### src/nvm_regs_pkg.sv
// Package with register map, field positions and shared types of the memory protection block.
package nvm_regs_pkg;

   // Register indices; each register takes one word, so its byte address is four times its index.
   localparam int protect_idx     = 1;
   localparam int status_idx      = 2;
   localparam int int_enable_idx  = 3;
   localparam int int_flag_idx    = 4;
   localparam int data_idx        = 6;
   localparam int addr_idx        = 8;

   localparam logic [11:0] protect_off     = 12'(protect_idx * 4);
   localparam logic [11:0] status_off      = 12'(status_idx * 4);
   localparam logic [11:0] int_enable_off  = 12'(int_enable_idx * 4);
   localparam logic [11:0] int_flag_off    = 12'(int_flag_idx * 4);
   localparam logic [11:0] data_off        = 12'(data_idx * 4);
   localparam logic [11:0] addr_off        = 12'(addr_idx * 4);

   localparam int app_wp_bit      = 0;
   localparam int boot_lock_bit   = 1;
   localparam int flash_busy_bit  = 0;
   localparam int ee_busy_bit     = 1;
   localparam int write_fault_bit = 2;
   localparam int ee_ready_bit    = 0;

   localparam logic [7:0]  reg8_reset  = 8'h00;
   localparam logic [15:0] reg16_reset = 16'h0000;

   // Status reported by the memory arrays.
   typedef struct packed {
      logic flash_busy;
      logic eeprom_busy;
      logic op_done;
      logic op_error;
   } mem_status_s;

   // Boot section access from the core.
   typedef struct packed {
      logic in_boot;
      logic boot_read;
      logic boot_fetch;
   } boot_access_s;

endpackage

### src/nvm_boot_guard.sv
// Boot section lock holder with deferred activation and read masking.
`timescale 1ns/1ps
`default_nettype none
module nvm_boot_guard
(
   input  wire logic  pclk,
   input  wire logic  presetn,
   input  wire logic  lock_write,
   input  wire logic  in_boot,
   input  wire logic  read_hit,
   input  wire logic  [15:0] raw_data,
   output logic       lock_armed,
   output logic       lock_active,
   output logic       [15:0] masked_data
);

   logic in_boot_q;

   always_ff @(posedge pclk or negedge presetn)
   begin
      if (!presetn)
         in_boot_q <= 1'b0;
      else
         in_boot_q <= in_boot;
   end

   always_ff @(posedge pclk or negedge presetn)
   begin
      if (!presetn)
         lock_armed <= 1'b0;
      else if (lock_write && in_boot)
         lock_armed <= 1'b1;
   end

   always_ff @(posedge pclk or negedge presetn)
   begin
      if (!presetn)
         lock_active <= 1'b0;
      else if (lock_armed && in_boot_q && !in_boot)
         lock_active <= 1'b1;
   end

   always_comb
   begin
      masked_data = (lock_active && read_hit) ? 16'h0000 : raw_data;
   end

endmodule
`default_nettype wire

### src/nvm_protect_status_regs.sv
// Protection, status, interrupt and data/address registers of the memory controller on APB.
//
// Chosen here: the APB slave port.
`timescale 1ns/1ps
`default_nettype none
module nvm_protect_status_regs
(
   input  wire logic  pclk,
   input  wire logic  presetn,
   input  wire logic  psel,
   input  wire logic  penable,
   input  wire logic  pwrite,
   input  wire logic  [11:0] paddr,
   input  wire logic  [31:0] pwdata,
   input  wire logic  [3:0] pstrb,
   output logic       [31:0] prdata,
   output logic       pready,
   output logic       pslverr,
   input  wire nvm_regs_pkg::mem_status_s  mem_status,
   input  wire nvm_regs_pkg::boot_access_s boot_access,
   input  wire logic  app_write_req,
   input  wire logic  [15:0] app_write_addr,
   input  wire logic  [15:0] boot_raw_data,
   output logic       [15:0] boot_read_data,
   output logic       app_write_block,
   output logic       eeprom_ready_irq
);

   logic        app_wp_q;
   logic        write_fault_q;
   logic        ee_ready_en_q;
   logic        ee_ready_flag_q;
   logic        ee_busy_q;
   logic        flash_busy_q;
   logic [15:0] data_q;
   logic [15:0] addr_q;
   logic [15:0] boot_data_q;
   logic        block_q;
   logic        irq_q;
   logic        lock_armed;
   logic        lock_active;
   logic [15:0] masked_data;
   logic        wr_en;
   logic        rd_en;
   logic        lock_write;
   logic        boot_hit;
   logic [31:0] rdata_d;
   logic        hit_d;

   // Decides whether an offset belongs to the map.
   function automatic logic mapped(input logic [11:0] a);
      mapped = (a == nvm_regs_pkg::protect_off) || (a == nvm_regs_pkg::status_off) ||
               (a == nvm_regs_pkg::int_enable_off) || (a == nvm_regs_pkg::int_flag_off) ||
               (a == nvm_regs_pkg::data_off) || (a == nvm_regs_pkg::addr_off);
   endfunction

   assign wr_en      = psel && penable && pwrite && pready;
   assign rd_en      = psel && !penable && !pwrite;
   assign lock_write = wr_en && pstrb[0] && (paddr == nvm_regs_pkg::protect_off) &&
                       pwdata[nvm_regs_pkg::boot_lock_bit];
   assign boot_hit   = boot_access.boot_read || boot_access.boot_fetch;

   nvm_boot_guard guard
   (
      .pclk        (pclk),
      .presetn     (presetn),
      .lock_write  (lock_write),
      .in_boot     (boot_access.in_boot),
      .read_hit    (boot_hit),
      .raw_data    (boot_raw_data),
      .lock_armed  (lock_armed),
      .lock_active (lock_active),
      .masked_data (masked_data)
   );

   // No wait state: setup registers the answer, access completes.
   always_ff @(posedge pclk or negedge presetn)
   begin
      if (!presetn)
      begin
         pready  <= 1'b0;
         pslverr <= 1'b0;
      end
      else
      begin
         pready  <= psel && !penable;
         pslverr <= psel && !penable && !mapped(paddr);
      end
   end

   always_ff @(posedge pclk or negedge presetn)
   begin
      if (!presetn)
         app_wp_q <= 1'b0;
      else if (wr_en && pstrb[0] && paddr == nvm_regs_pkg::protect_off &&
               pwdata[nvm_regs_pkg::app_wp_bit])
         app_wp_q <= 1'b1;
   end

   always_ff @(posedge pclk or negedge presetn)
   begin
      if (!presetn)
         write_fault_q <= 1'b0;
      else if (mem_status.op_done)
         write_fault_q <= mem_status.op_error;
      else if (app_write_req)
         write_fault_q <= app_wp_q;
   end

   always_ff @(posedge pclk or negedge presetn)
   begin
      if (!presetn)
      begin
         ee_busy_q    <= 1'b0;
         flash_busy_q <= 1'b0;
      end
      else
      begin
         ee_busy_q    <= mem_status.eeprom_busy;
         flash_busy_q <= mem_status.flash_busy;
      end
   end

   always_ff @(posedge pclk or negedge presetn)
   begin
      if (!presetn)
         ee_ready_en_q <= 1'b0;
      else if (wr_en && pstrb[0] && paddr == nvm_regs_pkg::int_enable_off)
         ee_ready_en_q <= pwdata[nvm_regs_pkg::ee_ready_bit];
   end

   // ready flag, set wins over clear
   always_ff @(posedge pclk or negedge presetn)
   begin
      if (!presetn)
         ee_ready_flag_q <= 1'b0;
      else if (!mem_status.eeprom_busy)
         ee_ready_flag_q <= 1'b1;
      else if (wr_en && pstrb[0] && paddr == nvm_regs_pkg::int_flag_off &&
               pwdata[nvm_regs_pkg::ee_ready_bit])
         ee_ready_flag_q <= 1'b0;
   end

   always_ff @(posedge pclk or negedge presetn)
   begin
      if (!presetn)
         data_q <= nvm_regs_pkg::reg16_reset;
      else if (wr_en && paddr == nvm_regs_pkg::data_off)
      begin
         if (pstrb[0])
            data_q[7:0] <= pwdata[7:0];
         if (pstrb[1])
            data_q[15:8] <= pwdata[15:8];
      end
   end

   always_ff @(posedge pclk or negedge presetn)
   begin
      if (!presetn)
         addr_q <= nvm_regs_pkg::reg16_reset;
      else if (wr_en && paddr == nvm_regs_pkg::addr_off)
      begin
         if (pstrb[0])
            addr_q[7:0] <= pwdata[7:0];
         if (pstrb[1])
            addr_q[15:8] <= pwdata[15:8];
      end
      else if (app_write_req && !app_wp_q)
         addr_q <= app_write_addr;
   end

   // read mux with unused bits zero
   always_comb
   begin
      rdata_d = 32'h0000_0000;
      hit_d   = 1'b1;
      case (paddr)
         nvm_regs_pkg::protect_off:
         begin
            rdata_d[nvm_regs_pkg::app_wp_bit]    = app_wp_q;
            rdata_d[nvm_regs_pkg::boot_lock_bit] = lock_armed;
         end
         nvm_regs_pkg::status_off:
         begin
            rdata_d[nvm_regs_pkg::flash_busy_bit]  = flash_busy_q;
            rdata_d[nvm_regs_pkg::ee_busy_bit]     = ee_busy_q;
            rdata_d[nvm_regs_pkg::write_fault_bit] = write_fault_q;
         end
         nvm_regs_pkg::int_enable_off:
            rdata_d[nvm_regs_pkg::ee_ready_bit] = ee_ready_en_q;
         nvm_regs_pkg::int_flag_off:
            rdata_d[nvm_regs_pkg::ee_ready_bit] = ee_ready_flag_q;
         nvm_regs_pkg::data_off:
            rdata_d[15:0] = data_q;
         nvm_regs_pkg::addr_off:
            rdata_d[15:0] = addr_q;
         default:
            hit_d = 1'b0;
      endcase
   end

   always_ff @(posedge pclk or negedge presetn)
   begin
      if (!presetn)
         prdata <= 32'h0000_0000;
      else if (rd_en)
         prdata <= hit_d ? rdata_d : 32'h0000_0000;
   end

   always_ff @(posedge pclk or negedge presetn)
   begin
      if (!presetn)
         boot_data_q <= nvm_regs_pkg::reg16_reset;
      else
         boot_data_q <= masked_data;
   end

   assign boot_read_data = boot_data_q;

   always_ff @(posedge pclk or negedge presetn)
   begin
      if (!presetn)
         block_q <= 1'b0;
      else
         block_q <= app_wp_q;
   end

   assign app_write_block = block_q;

   always_ff @(posedge pclk or negedge presetn)
   begin
      if (!presetn)
         irq_q <= 1'b0;
      else
         irq_q <= ee_ready_en_q && ee_ready_flag_q;
   end

   assign eeprom_ready_irq = irq_q;

   // Assertions.
   sticky_protect_a: assert property (@(posedge pclk) disable iff (!presetn)
      $rose(app_wp_q) |-> app_wp_q [*8])
      else $error("write protect dropped");
   protect_block_a: assert property (@(posedge pclk) disable iff (!presetn)
      app_wp_q |=> app_write_block)
      else $error("protect not forwarded");
   lock_from_boot_a: assert property (@(posedge pclk) disable iff (!presetn)
      $rose(lock_armed) |-> $past(boot_access.in_boot))
      else $error("lock set outside boot");
   lock_deferred_a: assert property (@(posedge pclk) disable iff (!presetn)
      $rose(lock_active) |-> $past(boot_access.in_boot, 2) && !$past(boot_access.in_boot))
      else $error("lock activated early");
   boot_mask_a: assert property (@(posedge pclk) disable iff (!presetn)
      (lock_active && boot_hit) |=> boot_read_data == 16'h0000)
      else $error("locked boot data leaked");
   ready_flag_a: assert property (@(posedge pclk) disable iff (!presetn)
      !mem_status.eeprom_busy |=> ee_ready_flag_q)
      else $error("ready flag not set");
   irq_level_a: assert property (@(posedge pclk) disable iff (!presetn)
      (ee_ready_en_q && ee_ready_flag_q) |=> eeprom_ready_irq)
      else $error("interrupt not raised");
   irq_drop_a: assert property (@(posedge pclk) disable iff (!presetn)
      !ee_ready_flag_q |=> !eeprom_ready_irq)
      else $error("interrupt without flag");
   busy_mirror_a: assert property (@(posedge pclk) disable iff (!presetn)
      ##1 (ee_busy_q == $past(mem_status.eeprom_busy)) &&
      (flash_busy_q == $past(mem_status.flash_busy)))
      else $error("busy status stale");
   fault_last_a: assert property (@(posedge pclk) disable iff (!presetn)
      mem_status.op_done |=> write_fault_q == $past(mem_status.op_error))
      else $error("fault not from last op");
   flag_clear_a: assert property (@(posedge pclk) disable iff (!presetn)
      (wr_en && paddr == nvm_regs_pkg::int_flag_off && pstrb[0] && pwdata[0] &&
       mem_status.eeprom_busy) |=> !ee_ready_flag_q)
      else $error("flag not cleared");
   data_write_a: assert property (@(posedge pclk) disable iff (!presetn)
      (wr_en && paddr == nvm_regs_pkg::data_off && pstrb[1:0] == 2'b11)
      |=> data_q == $past(pwdata[15:0]))
      else $error("data not stored");
   unused_zero_a: assert property (@(posedge pclk) disable iff (!presetn)
      (rd_en && paddr == nvm_regs_pkg::status_off) |=> prdata[31:3] == 29'h0)
      else $error("unused bits nonzero");
   err_unmapped_a: assert property (@(posedge pclk) disable iff (!presetn)
      (psel && !penable && !pwrite && !mapped(paddr))
      |=> pslverr && pready && prdata == 32'h0000_0000)
      else $error("unmapped read not refused");
   lock_sticky_a: assert property (@(posedge pclk) disable iff (!presetn)
      lock_armed |=> lock_armed)
      else $error("boot lock cleared without reset");
   lock_refused_a: assert property (@(posedge pclk) disable iff (!presetn)
      (lock_write && !boot_access.in_boot && !lock_armed) |=> !lock_armed)
      else $error("lock taken outside boot");
   active_sticky_a: assert property (@(posedge pclk) disable iff (!presetn)
      lock_active |=> lock_active)
      else $error("active lock dropped");
   wp_sticky_a: assert property (@(posedge pclk) disable iff (!presetn)
      app_wp_q |=> app_wp_q)
      else $error("write protect cleared");
   addr_track_a: assert property (@(posedge pclk) disable iff (!presetn)
      (app_write_req && !app_wp_q && !(wr_en && paddr == nvm_regs_pkg::addr_off))
      |=> addr_q == $past(app_write_addr))
      else $error("last address not tracked");
   blocked_fault_a: assert property (@(posedge pclk) disable iff (!presetn)
      (app_write_req && app_wp_q && !mem_status.op_done) |=> write_fault_q)
      else $error("blocked write without fault");
   fault_clear_a: assert property (@(posedge pclk) disable iff (!presetn)
      (app_write_req && !app_wp_q && !mem_status.op_done) |=> !write_fault_q)
      else $error("stale write fault");
   irq_prompt_a: assert property (@(posedge pclk) disable iff (!presetn)
      (ee_ready_en_q && !mem_status.eeprom_busy &&
       !(wr_en && paddr == nvm_regs_pkg::int_enable_off)) |=> ##1 eeprom_ready_irq)
      else $error("idle request not raised");

   lock_cov_c: cover property (@(posedge pclk) disable iff (!presetn) $rose(lock_active));
   irq_cov_c:  cover property (@(posedge pclk) disable iff (!presetn) $rose(eeprom_ready_irq));
   wp_cov_c:   cover property (@(posedge pclk) disable iff (!presetn) app_wp_q && app_write_req);
   irq_clr_c:  cover property (@(posedge pclk) disable iff (!presetn) $fell(eeprom_ready_irq));

endmodule
`default_nettype wire

### config.mk
export PLATFORM = sky130hd
export DESIGN_NAME = nvm_protect_status_regs
export DESIGN_NICKNAME = d
export VERILOG_FILES = /design/src/nvm_regs_pkg.sv /design/src/nvm_boot_guard.sv /design/src/nvm_protect_status_regs.sv
export SDC_FILE = /design/constraint.sdc
export NUM_CORES = 1
export LEC_CHECK = 0
export BUFFER_PORTS_ARGS = -buffer_cell sky130_fd_sc_hd__buf_4
export CORE_ASPECT_RATIO = 0.5
export CORE_MARGIN = 3
export CORE_UTILIZATION = 50
export DETAILED_ROUTE_END_ITERATION = 6
export HOLD_SLACK_MARGIN = 0.05
export PLACE_DENSITY = 0.82
export SYNTH_ARGS = -nofsm -noshare
export SYNTH_HDL_FRONTEND = slang
export SYNTH_SLANG_ARGS = --single-unit
### constraint.sdc
create_clock -name pclk -period 2.7 [get_ports pclk]
set_input_delay 0.405 -clock pclk [delete_from_list [all_inputs] [get_ports pclk]]
set_output_delay 0.405 -clock pclk [all_outputs]
set_load 0.005 [all_outputs]
==> results.toml, run 1 <==
[status]
status = "complete, no violations"

[power]
total_power_uw = 2750
p_leak_uw = 0.00235
p_per_area_nw_per_um2 = 573
ir_drop_v = 0.000336

[global_routing]
grt_pass1_vias = 2832
overflow = 0
antenna_found_initial = 0
grt_max_degree = 78
grt_usage = 0.211
grt_pass1_wl_um = 13700

[cts]
cts_made_buffers = 9
cts_resized = 0
cts_sinks = 77
cts-root-buf = "clkbuf_16"
clkLatencyLatePin_ns = 0.33
path_clk_slew_ns = 0.05
cts_tree = "done"
cts_setup_buffers = 0
cts_max_path_buffers = 2
hold_buffers = 0
htree_levels = 3

[sta]
fin_crit_ns = 2.14
final.setup.worst_slack_ns = 0.559
setup_tns_ns = 0
relSlewSlack = 0.371
rsz0062_at_grt = "no"
max_freq_ghz = 0.467
hold_ws_ns = 0.180
clock-skew-final_ns = 0.00554
maxSlewViolCount = 0
finalHoldViolations = 0
post-route-period-util = 0.793
setup_violations = 0
tightestPinTransition_ns = 0.943

[min_path]
worstHoldStart = "mem_status[3]"
holdPathStages = 1
hp-class = "primary input to flip-flop"
min_to = "flash_busy_q$_DFF_PN0_"

[logic_synthesis]
postSynth.asyncResetShare = 1.00
synth.top_cell.area_share = 0.525
synth-seq-cells = 77
synth-edff-count = 0
synth-simple-area-share = 0.254
synth.distinct_cells = 40
synthXorXnorAreaFrac = 0
yosys.area.top_type = "dfrtp_1"
avgSynthCellArea_sq_um = 10.4
yosysSeqAreaShare = 0.525
synth.area.mux_share = 0.0603
syn_inst = 353
syn-cell-area_sq_um = 3670
synth_area_leaders = "dfrtp_1, mux2_2, nand2_1, a22o_1, nand4b_1"
ys_warn_count = 0
synthAdderAreaFrac = 0
synth_top_family_by_area = "simple AND/OR/NAND/NOR gates"
synth-main-ff-cell = "dfrtp_1"
synth_compound_area_frac = 0.0961

[floorplanning]
core_region_area_sq_um = 6880
die_width_um = 127
io_pins = 145
placementRows = 21
fp.dieH_um = 66.6
start_util = 0.533
dieArea_sq_um = 8470

[critical_path]
r2r-start = "pready$_DFF_PN0_"
setup.worst_path.start_class = "primary input"
r2r_cells = 5
r2r-end = "data_q[8]$_DFFE_PN0P_"
crit_arrival_ns = 2.36
path_class = "primary input to flip-flop"
reg2reg_setup_slack_ns = 1.03
critical_path_required_ns = 2.91
path_max_fanout = 8
end_kind = "flip-flop"

[cells_and_area]
fillerInstances = 524
layout_commonest_cell = "buf_4"
finalCoreUtilization = 0.698
drive_above_1_share = 0.343
mostFrequentLayoutCells = "buf_4, dfrtp_1, nand2_1"
fin_nets = 549
antennaDiodeCount = 0
syn_to_final_growth_pct = 30.9

[detailed_routing]
antenna_left = 0
vias_per_cell = 5.51
first_pass_iters = 4
routed_wl_um = 8690
wl_per_cell_um = 15.7
drc_errors = 0
drt_iter0_markers = 159
vias = 3041

[run]
cap_violations = 0

[place]
port_buffers = 110
gp_congestion = 0.847
place_ws_ns = 0.206
dp_hpwl_um = 6040
worst max-delay path, stage by stage:
cell and delay (ns):
buf_4 0.10, or4_1 0.68, or2_4 0.34, nor4_4 0.26
buf_4 0.22, mux2_2 0.35
sequential cells by signal, summed over array words and instances, names as in the netlist:
signal	flops
addr_q	16
boot_read_data	16
data_q	16
prdata	16
app_wp_q	1
app_write_block	1
ee_busy_q	1
ee_ready_en_q	1
ee_ready_flag_q	1
eeprom_ready_irq	1
flash_busy_q	1
guard.in_boot_q	1
guard.lock_active	1
guard.lock_armed	1
pready	1
pslverr	1
write_fault_q	1
area by class of cell:
class / instances / area (sq um) / area share
clock buffer: 12 / 256 / 0.0534
clock inverter: 3 / 21.3 / 0.00443
inverter: 2 / 7.51 / 0.00156
multi-input combinational: 247 / 1570 / 0.327
sequential: 77 / 1930 / 0.401
tap: 92 / 115 / 0.0240
timing repair buffer: 119 / 906 / 0.188
per-stage QoR:
step | cell area (sq um) | instances
final | 4810 | 552
after global routing | 4810 | 552
after CTS | 4810 | 552
after detailed placement | 4530 | 537
after global placement | 4530 | 537
after floorplan | 3730 | 368
worst max-delay path by stage:
stage,cells after the start,from,endpoint,slack (ns)
after detailed placement,6,paddr[7],data_q[8]$_DFFE_PN0P_,0.21
after global placement,6,paddr[7],data_q[10]$_DFFE_PN0P_,0.23
after floorplan,5,paddr[7],data_q[10]$_DFFE_PN0P_,0.39
after CTS,6,paddr[7],data_q[8]$_DFFE_PN0P_,0.56
final,6,paddr[7],data_q[8]$_DFFE_PN0P_,0.56
after global routing,6,paddr[7],data_q[8]$_DFFE_PN0P_,0.51
report_power, final:
part           switching [uW]  internal [uW]
Clock                     440            667
Sequential               46.1           1230
Combinational             161            205
Total                     647           2110
cell families after synthesis:
| logic type | Yosys count |
|---|---|
| compound gates | 44 |
| buf+inv | 44 |
| flops | 77 |
| mux | 20 |
| other cells | 1 |
| simple gates | 167 |
Yosys cell counts (all sizes together), types with 3 or more instances:
| master | count |
|---|---|
| nand2b | 5 |
| mux2i | 3 |
| nand3 | 17 |
| nand2 | 40 |
| dfrtp | 77 |
| nand4b | 16 |
| nor2 | 32 |
| clkbuf | 18 |
| mux2 | 17 |
| nand4 | 16 |
| a221oi | 15 |
| a21oi | 3 |
| buf | 24 |
| a22o | 16 |
| nor4 | 9 |
| and2 | 17 |
| o21ai | 3 |
| or3 | 3 |
layer usage:
layer	track usage	wire, um	up-vias
li1	-	-	1451
met1	0.260	3640	1472
met2	0.349	4290	103
met3	0.0633	612	15
met4	0.0882	147	0
met5	0	0	-
(Power assumes the default switching activity.)
==> run 2: changes to the inputs <==
--- a/config.mk
+++ b/config.mk
@@ -8,10 +8,10 @@
 export BUFFER_PORTS_ARGS = -buffer_cell sky130_fd_sc_hd__buf_4
 export CORE_ASPECT_RATIO = 0.5
 export CORE_MARGIN = 3
-export CORE_UTILIZATION = 50
+export CORE_UTILIZATION = 49
 export DETAILED_ROUTE_END_ITERATION = 6
 export HOLD_SLACK_MARGIN = 0.05
-export PLACE_DENSITY = 0.82
+export PLACE_DENSITY = 0.8
 export SYNTH_ARGS = -nofsm -noshare
 export SYNTH_HDL_FRONTEND = slang
 export SYNTH_SLANG_ARGS = --single-unit
==> constraint.sdc (replaced) <==
create_clock -name pclk -period 2.05 [get_ports pclk]
set_input_delay 0.3075 -clock pclk [delete_from_list [all_inputs] [get_ports pclk]]
set_output_delay 0.3075 -clock pclk [all_outputs]
set_load 0.005 [all_outputs]
==> run 2 against run 1 <==
Effect of this change:
- worst setup slack worse by 0.44 ns
- die area is 1.9% higher
- utilization is 1.4 points higher
- wire length is 3.2% higher
- sequential cell count stayed put
- design area is 3.2% higher
- register-to-register slack worse by 0.67 ns
- sequential share of layout area is 1.2 points lower
- largest power group unchanged
==> results.toml, run 2 (synthesis gave the netlist of run 1 again) <==
[cts]
htree_levels = 3
cts_made_buffers = 9
cts_max_path_buffers = 2
cts_setup_buffers = 0
clkLatencyLatePin_ns = 0.33
path_clk_slew_ns = 0.05
cts_tree = "done"
cts_sinks = 77
cts-root-buf = "clkbuf_16"
cts_resized = 0

[detailed_routing]
vias = 3095
vias_per_cell = 5.50
routed_wl_um = 8960
drc_errors = 0
wl_per_cell_um = 15.9
antenna_left = 0
drt_iter0_markers = 213
first_pass_iters = 4

[floorplanning]
core_region_area_sq_um = 6960
fp.dieH_um = 67.2
dieArea_sq_um = 8630
start_util = 0.527
io_pins = 145
placementRows = 21
die_width_um = 128

[global_routing]
grt_busiest_layer = "met2"
grt_use_met2 = 0.347
gr-usage-met1 = 0.284
grtUsageMet3 = 0.0679
overflow = 0
grt_pass1_vias = 3066
grt_usage = 0.217
grt_pass1_wl_um = 14600
antenna_found_initial = 0
grt_max_degree = 41

[cells_and_area]
layout_commonest_cell = "buf_4"
mostFrequentLayoutCells = "buf_4, dfrtp_1, nand2_1"
fin_nets = 561
fillerInstances = 543
antennaDiodeCount = 0
finalCoreUtilization = 0.712
syn_to_final_growth_pct = 35.1
drive_above_1_share = 0.359
final_area_sq_um = 4960
finalNonFillerCells = 563

[run]
cap_violations = 0

[critical_path]
path_max_fanout = 22
r2r-end = "ee_ready_en_q$_DFFE_PN0P_"
reg2reg_setup_slack_ns = 0.36
setup.worst_path.start_class = "primary input"
cp-endpoint = "prdata[1]$_DFFE_PN0P_"
r2r_cells = 5
crit_arrival_ns = 2.18
end_kind = "flip-flop"
startpoint = "paddr[7]"
r2r-start = "pready$_DFF_PN0_"
path_class = "primary input to flip-flop"
critical_path_required_ns = 2.30

[sta]
fin_crit_ns = 1.93
rsz0062_at_grt = "no"
clock-skew-final_ns = 0.00449
maxSlewViolCount = 0
relSlewSlack = 0.548
max_freq_ghz = 0.518
tightestPinTransition_ns = 0.678
setup_violations = 0
post-route-period-util = 0.941
finalHoldViolations = 0

[place]
place_inst = 548
port_buffers = 110
placed_area_sq_um = 4660
gp_congestion = 0.898
dp_hpwl_um = 6370

[power]
p_leak_uw = 0.00243
ir_drop_v = 0.000579
p_per_area_nw_per_um2 = 751

[min_path]
hp-class = "primary input to flip-flop"

[status]
status = "complete, no violations"
-- run 2: changes by cell type in the layout (fill, tap and decap cells not counted) --
cell           change
clkbuf_1           -1
inv_6              +1
clkinvlp_4         -1
buf_12             +4
dlygate4sd3_1      +1
clkinv_2           +1
clkbuf_8           -1
bufinv_16          +1
clkinv_4           -1
buf_4              +7
-- run 2: final cells by class --
cell class	count	area [sq um]	share of cell area
clock inverter	4	48.8	0.00984
sequential	77	1930	0.389
inverter	2	7.51	0.00151
tap	92	115	0.0232
timing repair buffer	131	1050	0.211
multi-input combinational	247	1570	0.317
clock buffer	10	239	0.0482
-- run 2: worst min path at each step --
stage,to,from,cells past startpoint
6_report,flash_busy_q$_DFF_PN0_,mem_status[3],1
5_1_grt,ee_busy_q$_DFF_PN0_,mem_status[2],1
4_1_cts,flash_busy_q$_DFF_PN0_,mem_status[3],1
3_5_place_dp,addr_q[8]$_DFFE_PN0P_,presetn,1
3_3_place_gp,data_q[8]$_DFFE_PN0P_,presetn,1
2_1_floorplan,addr_q[0]$_DFFE_PN0P_,presetn,0
-- run 2: layer usage --
metal | up-vias | part of all wire | routed length [um]
met3 | 14 | 0.075 | 668
met2 | 106 | 0.49 | 4390
met4 | 0 | 0.015 | 133
met5 | - | 0 | 0
li1 | 1472 | - | -
met1 | 1503 | 0.42 | 3770
-- run 2: critical path: stages --
cell	delay, ns
buf_4	0.10
or4_1	0.62
buf_4	0.20
nor4_2	0.29
buf_4	0.21
buf_12	0.16
a221oi_1	0.10
a21oi_1	0.18
-- run 2: where the power goes --
group / switching (uW) / total [uW] / internal, uW
sequential: 61.5 / 1690 / 1630
combinational: 213 / 492 / 279
clock: 583 / 1540 / 961
total: 857 / 3720 / 2870
-- run 2: timing repair --
action                                 4_1_cts  5_1_grt
setup endpoints to repair                    0        0
endpoints found under the hold margin       37        0
hold buffers                                 1        0
-- run 2: through the flow --
step / total power (uW) / setup slack, ns / hold WS [ns] / TNS (ns)
3_3_place_gp: 2200 / -0.177 / 0.310 / -5.18
4_1_cts: 3750 / 0.141 / 0.0757 / 0
5_1_grt: 3900 / 0.0423 / 0.0784 / 0
6_report: 3720 / 0.120 / 0.0844 / 0
2_1_floorplan: 1910 / -0.0319 / 0.0119 / -0.443
3_5_place_dp: 2210 / -0.200 / 0.312 / -6.15
==> run 3: changes to the inputs <==
--- a/config.mk
+++ b/config.mk
@@ -11,7 +11,7 @@
 export CORE_UTILIZATION = 49
 export DETAILED_ROUTE_END_ITERATION = 6
 export HOLD_SLACK_MARGIN = 0.05
-export PLACE_DENSITY = 0.8
+export PLACE_DENSITY = 0.82
 export SYNTH_ARGS = -nofsm -noshare
 export SYNTH_HDL_FRONTEND = slang
 export SYNTH_SLANG_ARGS = --single-unit
==> run 3 against run 2 <==
Effect of this change:
- worst setup slack better by 0.058 ns
- largest cell class unchanged
- clock-buffer cell count is 2 higher
- combinational power about the same
- via count is 0.42% lower
- hold slack lost 0.0088 ns
==> results.toml, run 3 (synthesis gave the netlist of run 1 again) <==
[cts]
htree_levels = 3
cts-root-buf = "clkbuf_16"
cts_made_buffers = 9
path_clk_slew_ns = 0.06
cts_tree = "done"
hold_buffers = 1
cts_setup_buffers = 0
cts_max_path_buffers = 2
clkLatencyLatePin_ns = 0.34
cts_resized = 0
cts_sinks = 77

[cells_and_area]
mostFrequentLayoutCells = "buf_4, dfrtp_1, nand2_1"
antennaDiodeCount = 0
layout_commonest_cell = "buf_4"
finalNonFillerCells = 563
final_area_sq_um = 4940
fin_nets = 559
syn_to_final_growth_pct = 34.5
drive_above_1_share = 0.355

[power]
p_per_area_nw_per_um2 = 759
p_leak_uw = 0.00242
ir_drop_v = 0.000496

[floorplanning]
io_pins = 145
fp.dieH_um = 67.2
die_width_um = 128
start_util = 0.527
dieArea_sq_um = 8630
placementRows = 21
core_region_area_sq_um = 6960

[global_routing]
grtUsageMet3 = 0.0561
antenna_found_initial = 0
grt_usage = 0.220
overflow = 0
gr-usage-met1 = 0.281
grt_pass1_wl_um = 14600
grt_busiest_layer = "met2"
grt_pass1_vias = 2999
grt_use_met2 = 0.365
grt_max_degree = 43

[sta]
relSlewSlack = 0.573
hold_ws_ns = 0.0756
tightestPinTransition_ns = 0.640
finalHoldViolations = 0
rsz0062_at_grt = "no"
clock-skew-final_ns = 0.00569
max_freq_ghz = 0.534
setup_violations = 0
post-route-period-util = 0.913
maxSlewViolCount = 0
setup_tns_ns = 0
fin_crit_ns = 1.87

[place]
place_inst = 546
dp_hpwl_um = 6360
placed_area_sq_um = 4630
port_buffers = 110
gp_congestion = 0.854

[critical_path]
cp_common_cell = "buf_4"
end_kind = "flip-flop"
cp_cell_sequence = "buf_4 -> or4_1 -> buf_4 -> nor4_2 -> buf_4 -> buf_12 -> a22o_1 -> nand3_1"
critical_path_required_ns = 2.26
path_max_fanout = 36
slowest_delay_ns = 0.61
cp_top_family = "simple AND/OR/NAND/NOR gates"
setup.worst_path.start_class = "primary input"
crit_arrival_ns = 2.09
crit_buf_inv = 4
cp_slowest_cell = "or4_1"
path_class = "primary input to flip-flop"

[detailed_routing]
drt_iter0_markers = 208
wl_per_cell_um = 16.2
vias = 3082
drc_errors = 0
routed_wl_um = 9130
antenna_left = 0
vias_per_cell = 5.47
first_pass_iters = 4

[status]
status = "complete, no violations"

[min_path]
hp-class = "primary input to flip-flop"

[run]
cap_violations = 0
==> run 3: final cells by class <==
cell class | instances | area [sq um]
fill | 547 | 2030
sequential | 77 | 1930
multi-input combinational | 247 | 1570
timing repair buffer | 129 | 1020
clock buffer | 12 | 246
tap | 92 | 115
clock inverter | 4 | 47.5
inverter | 2 | 7.51
==> run 3: final timing paths <==
kind                                          startpoint                            end  slack, ns  cells after the start
max in group asynchronous                        presetn    ee_ready_flag_q$_DFFE_PN0P_       0.95                      3
setup / recovery                                paddr[7]          addr_q[9]$_DFFE_PN0P_       0.18                      8
hold reg to reg            guard.lock_active$_DFFE_PN0P_  guard.lock_active$_DFFE_PN0P_       0.49                      1
hold / removal                             mem_status[3]         flash_busy_q$_DFF_PN0_       0.08                      1
min in group asynchronous                        presetn          prdata[8]$_DFFE_PN0P_       0.52                      2
setup reg to reg                        pready$_DFF_PN0_         data_q[11]$_DFFE_PN0P_       0.34                      5
==> run 3: per-stage QoR <==
stage	total power (uW)	util	setup slack [ns]
floorplan	1910	-	-0.0319
global placement	2190	0.665	-0.119
detailed placement	2210	0.665	-0.147
CTS	3790	0.709	0.202
global route	3920	0.709	0.0875
finish	3750	0.709	0.178
==> run 3: power by group <==
| part | internal (uW) | total [uW] | switching, uW |
|---|---|---|---|
| sequential | 1630 | 1690 | 62.7 |
| combinational | 278 | 493 | 215 |
| clock | 971 | 1570 | 595 |
==> run 3: layer usage <==
| metal | up-vias | routed length [um] |
|---|---|---|
| met5 | - | 0 |
| met3 | 11 | 591 |
| met1 | 1504 | 3880 |
| met4 | 0 | 108 |
| met2 | 97 | 4550 |
| li1 | 1470 | - |
==> run 3: worst register-to-register path: stages, from the launching register on <==
cell and delay [ns]:
dfrtp_1 0.34, and4_1 0.27, nand2_1 0.14, nor4_4 0.34
buf_12 0.17, mux2_2 0.34
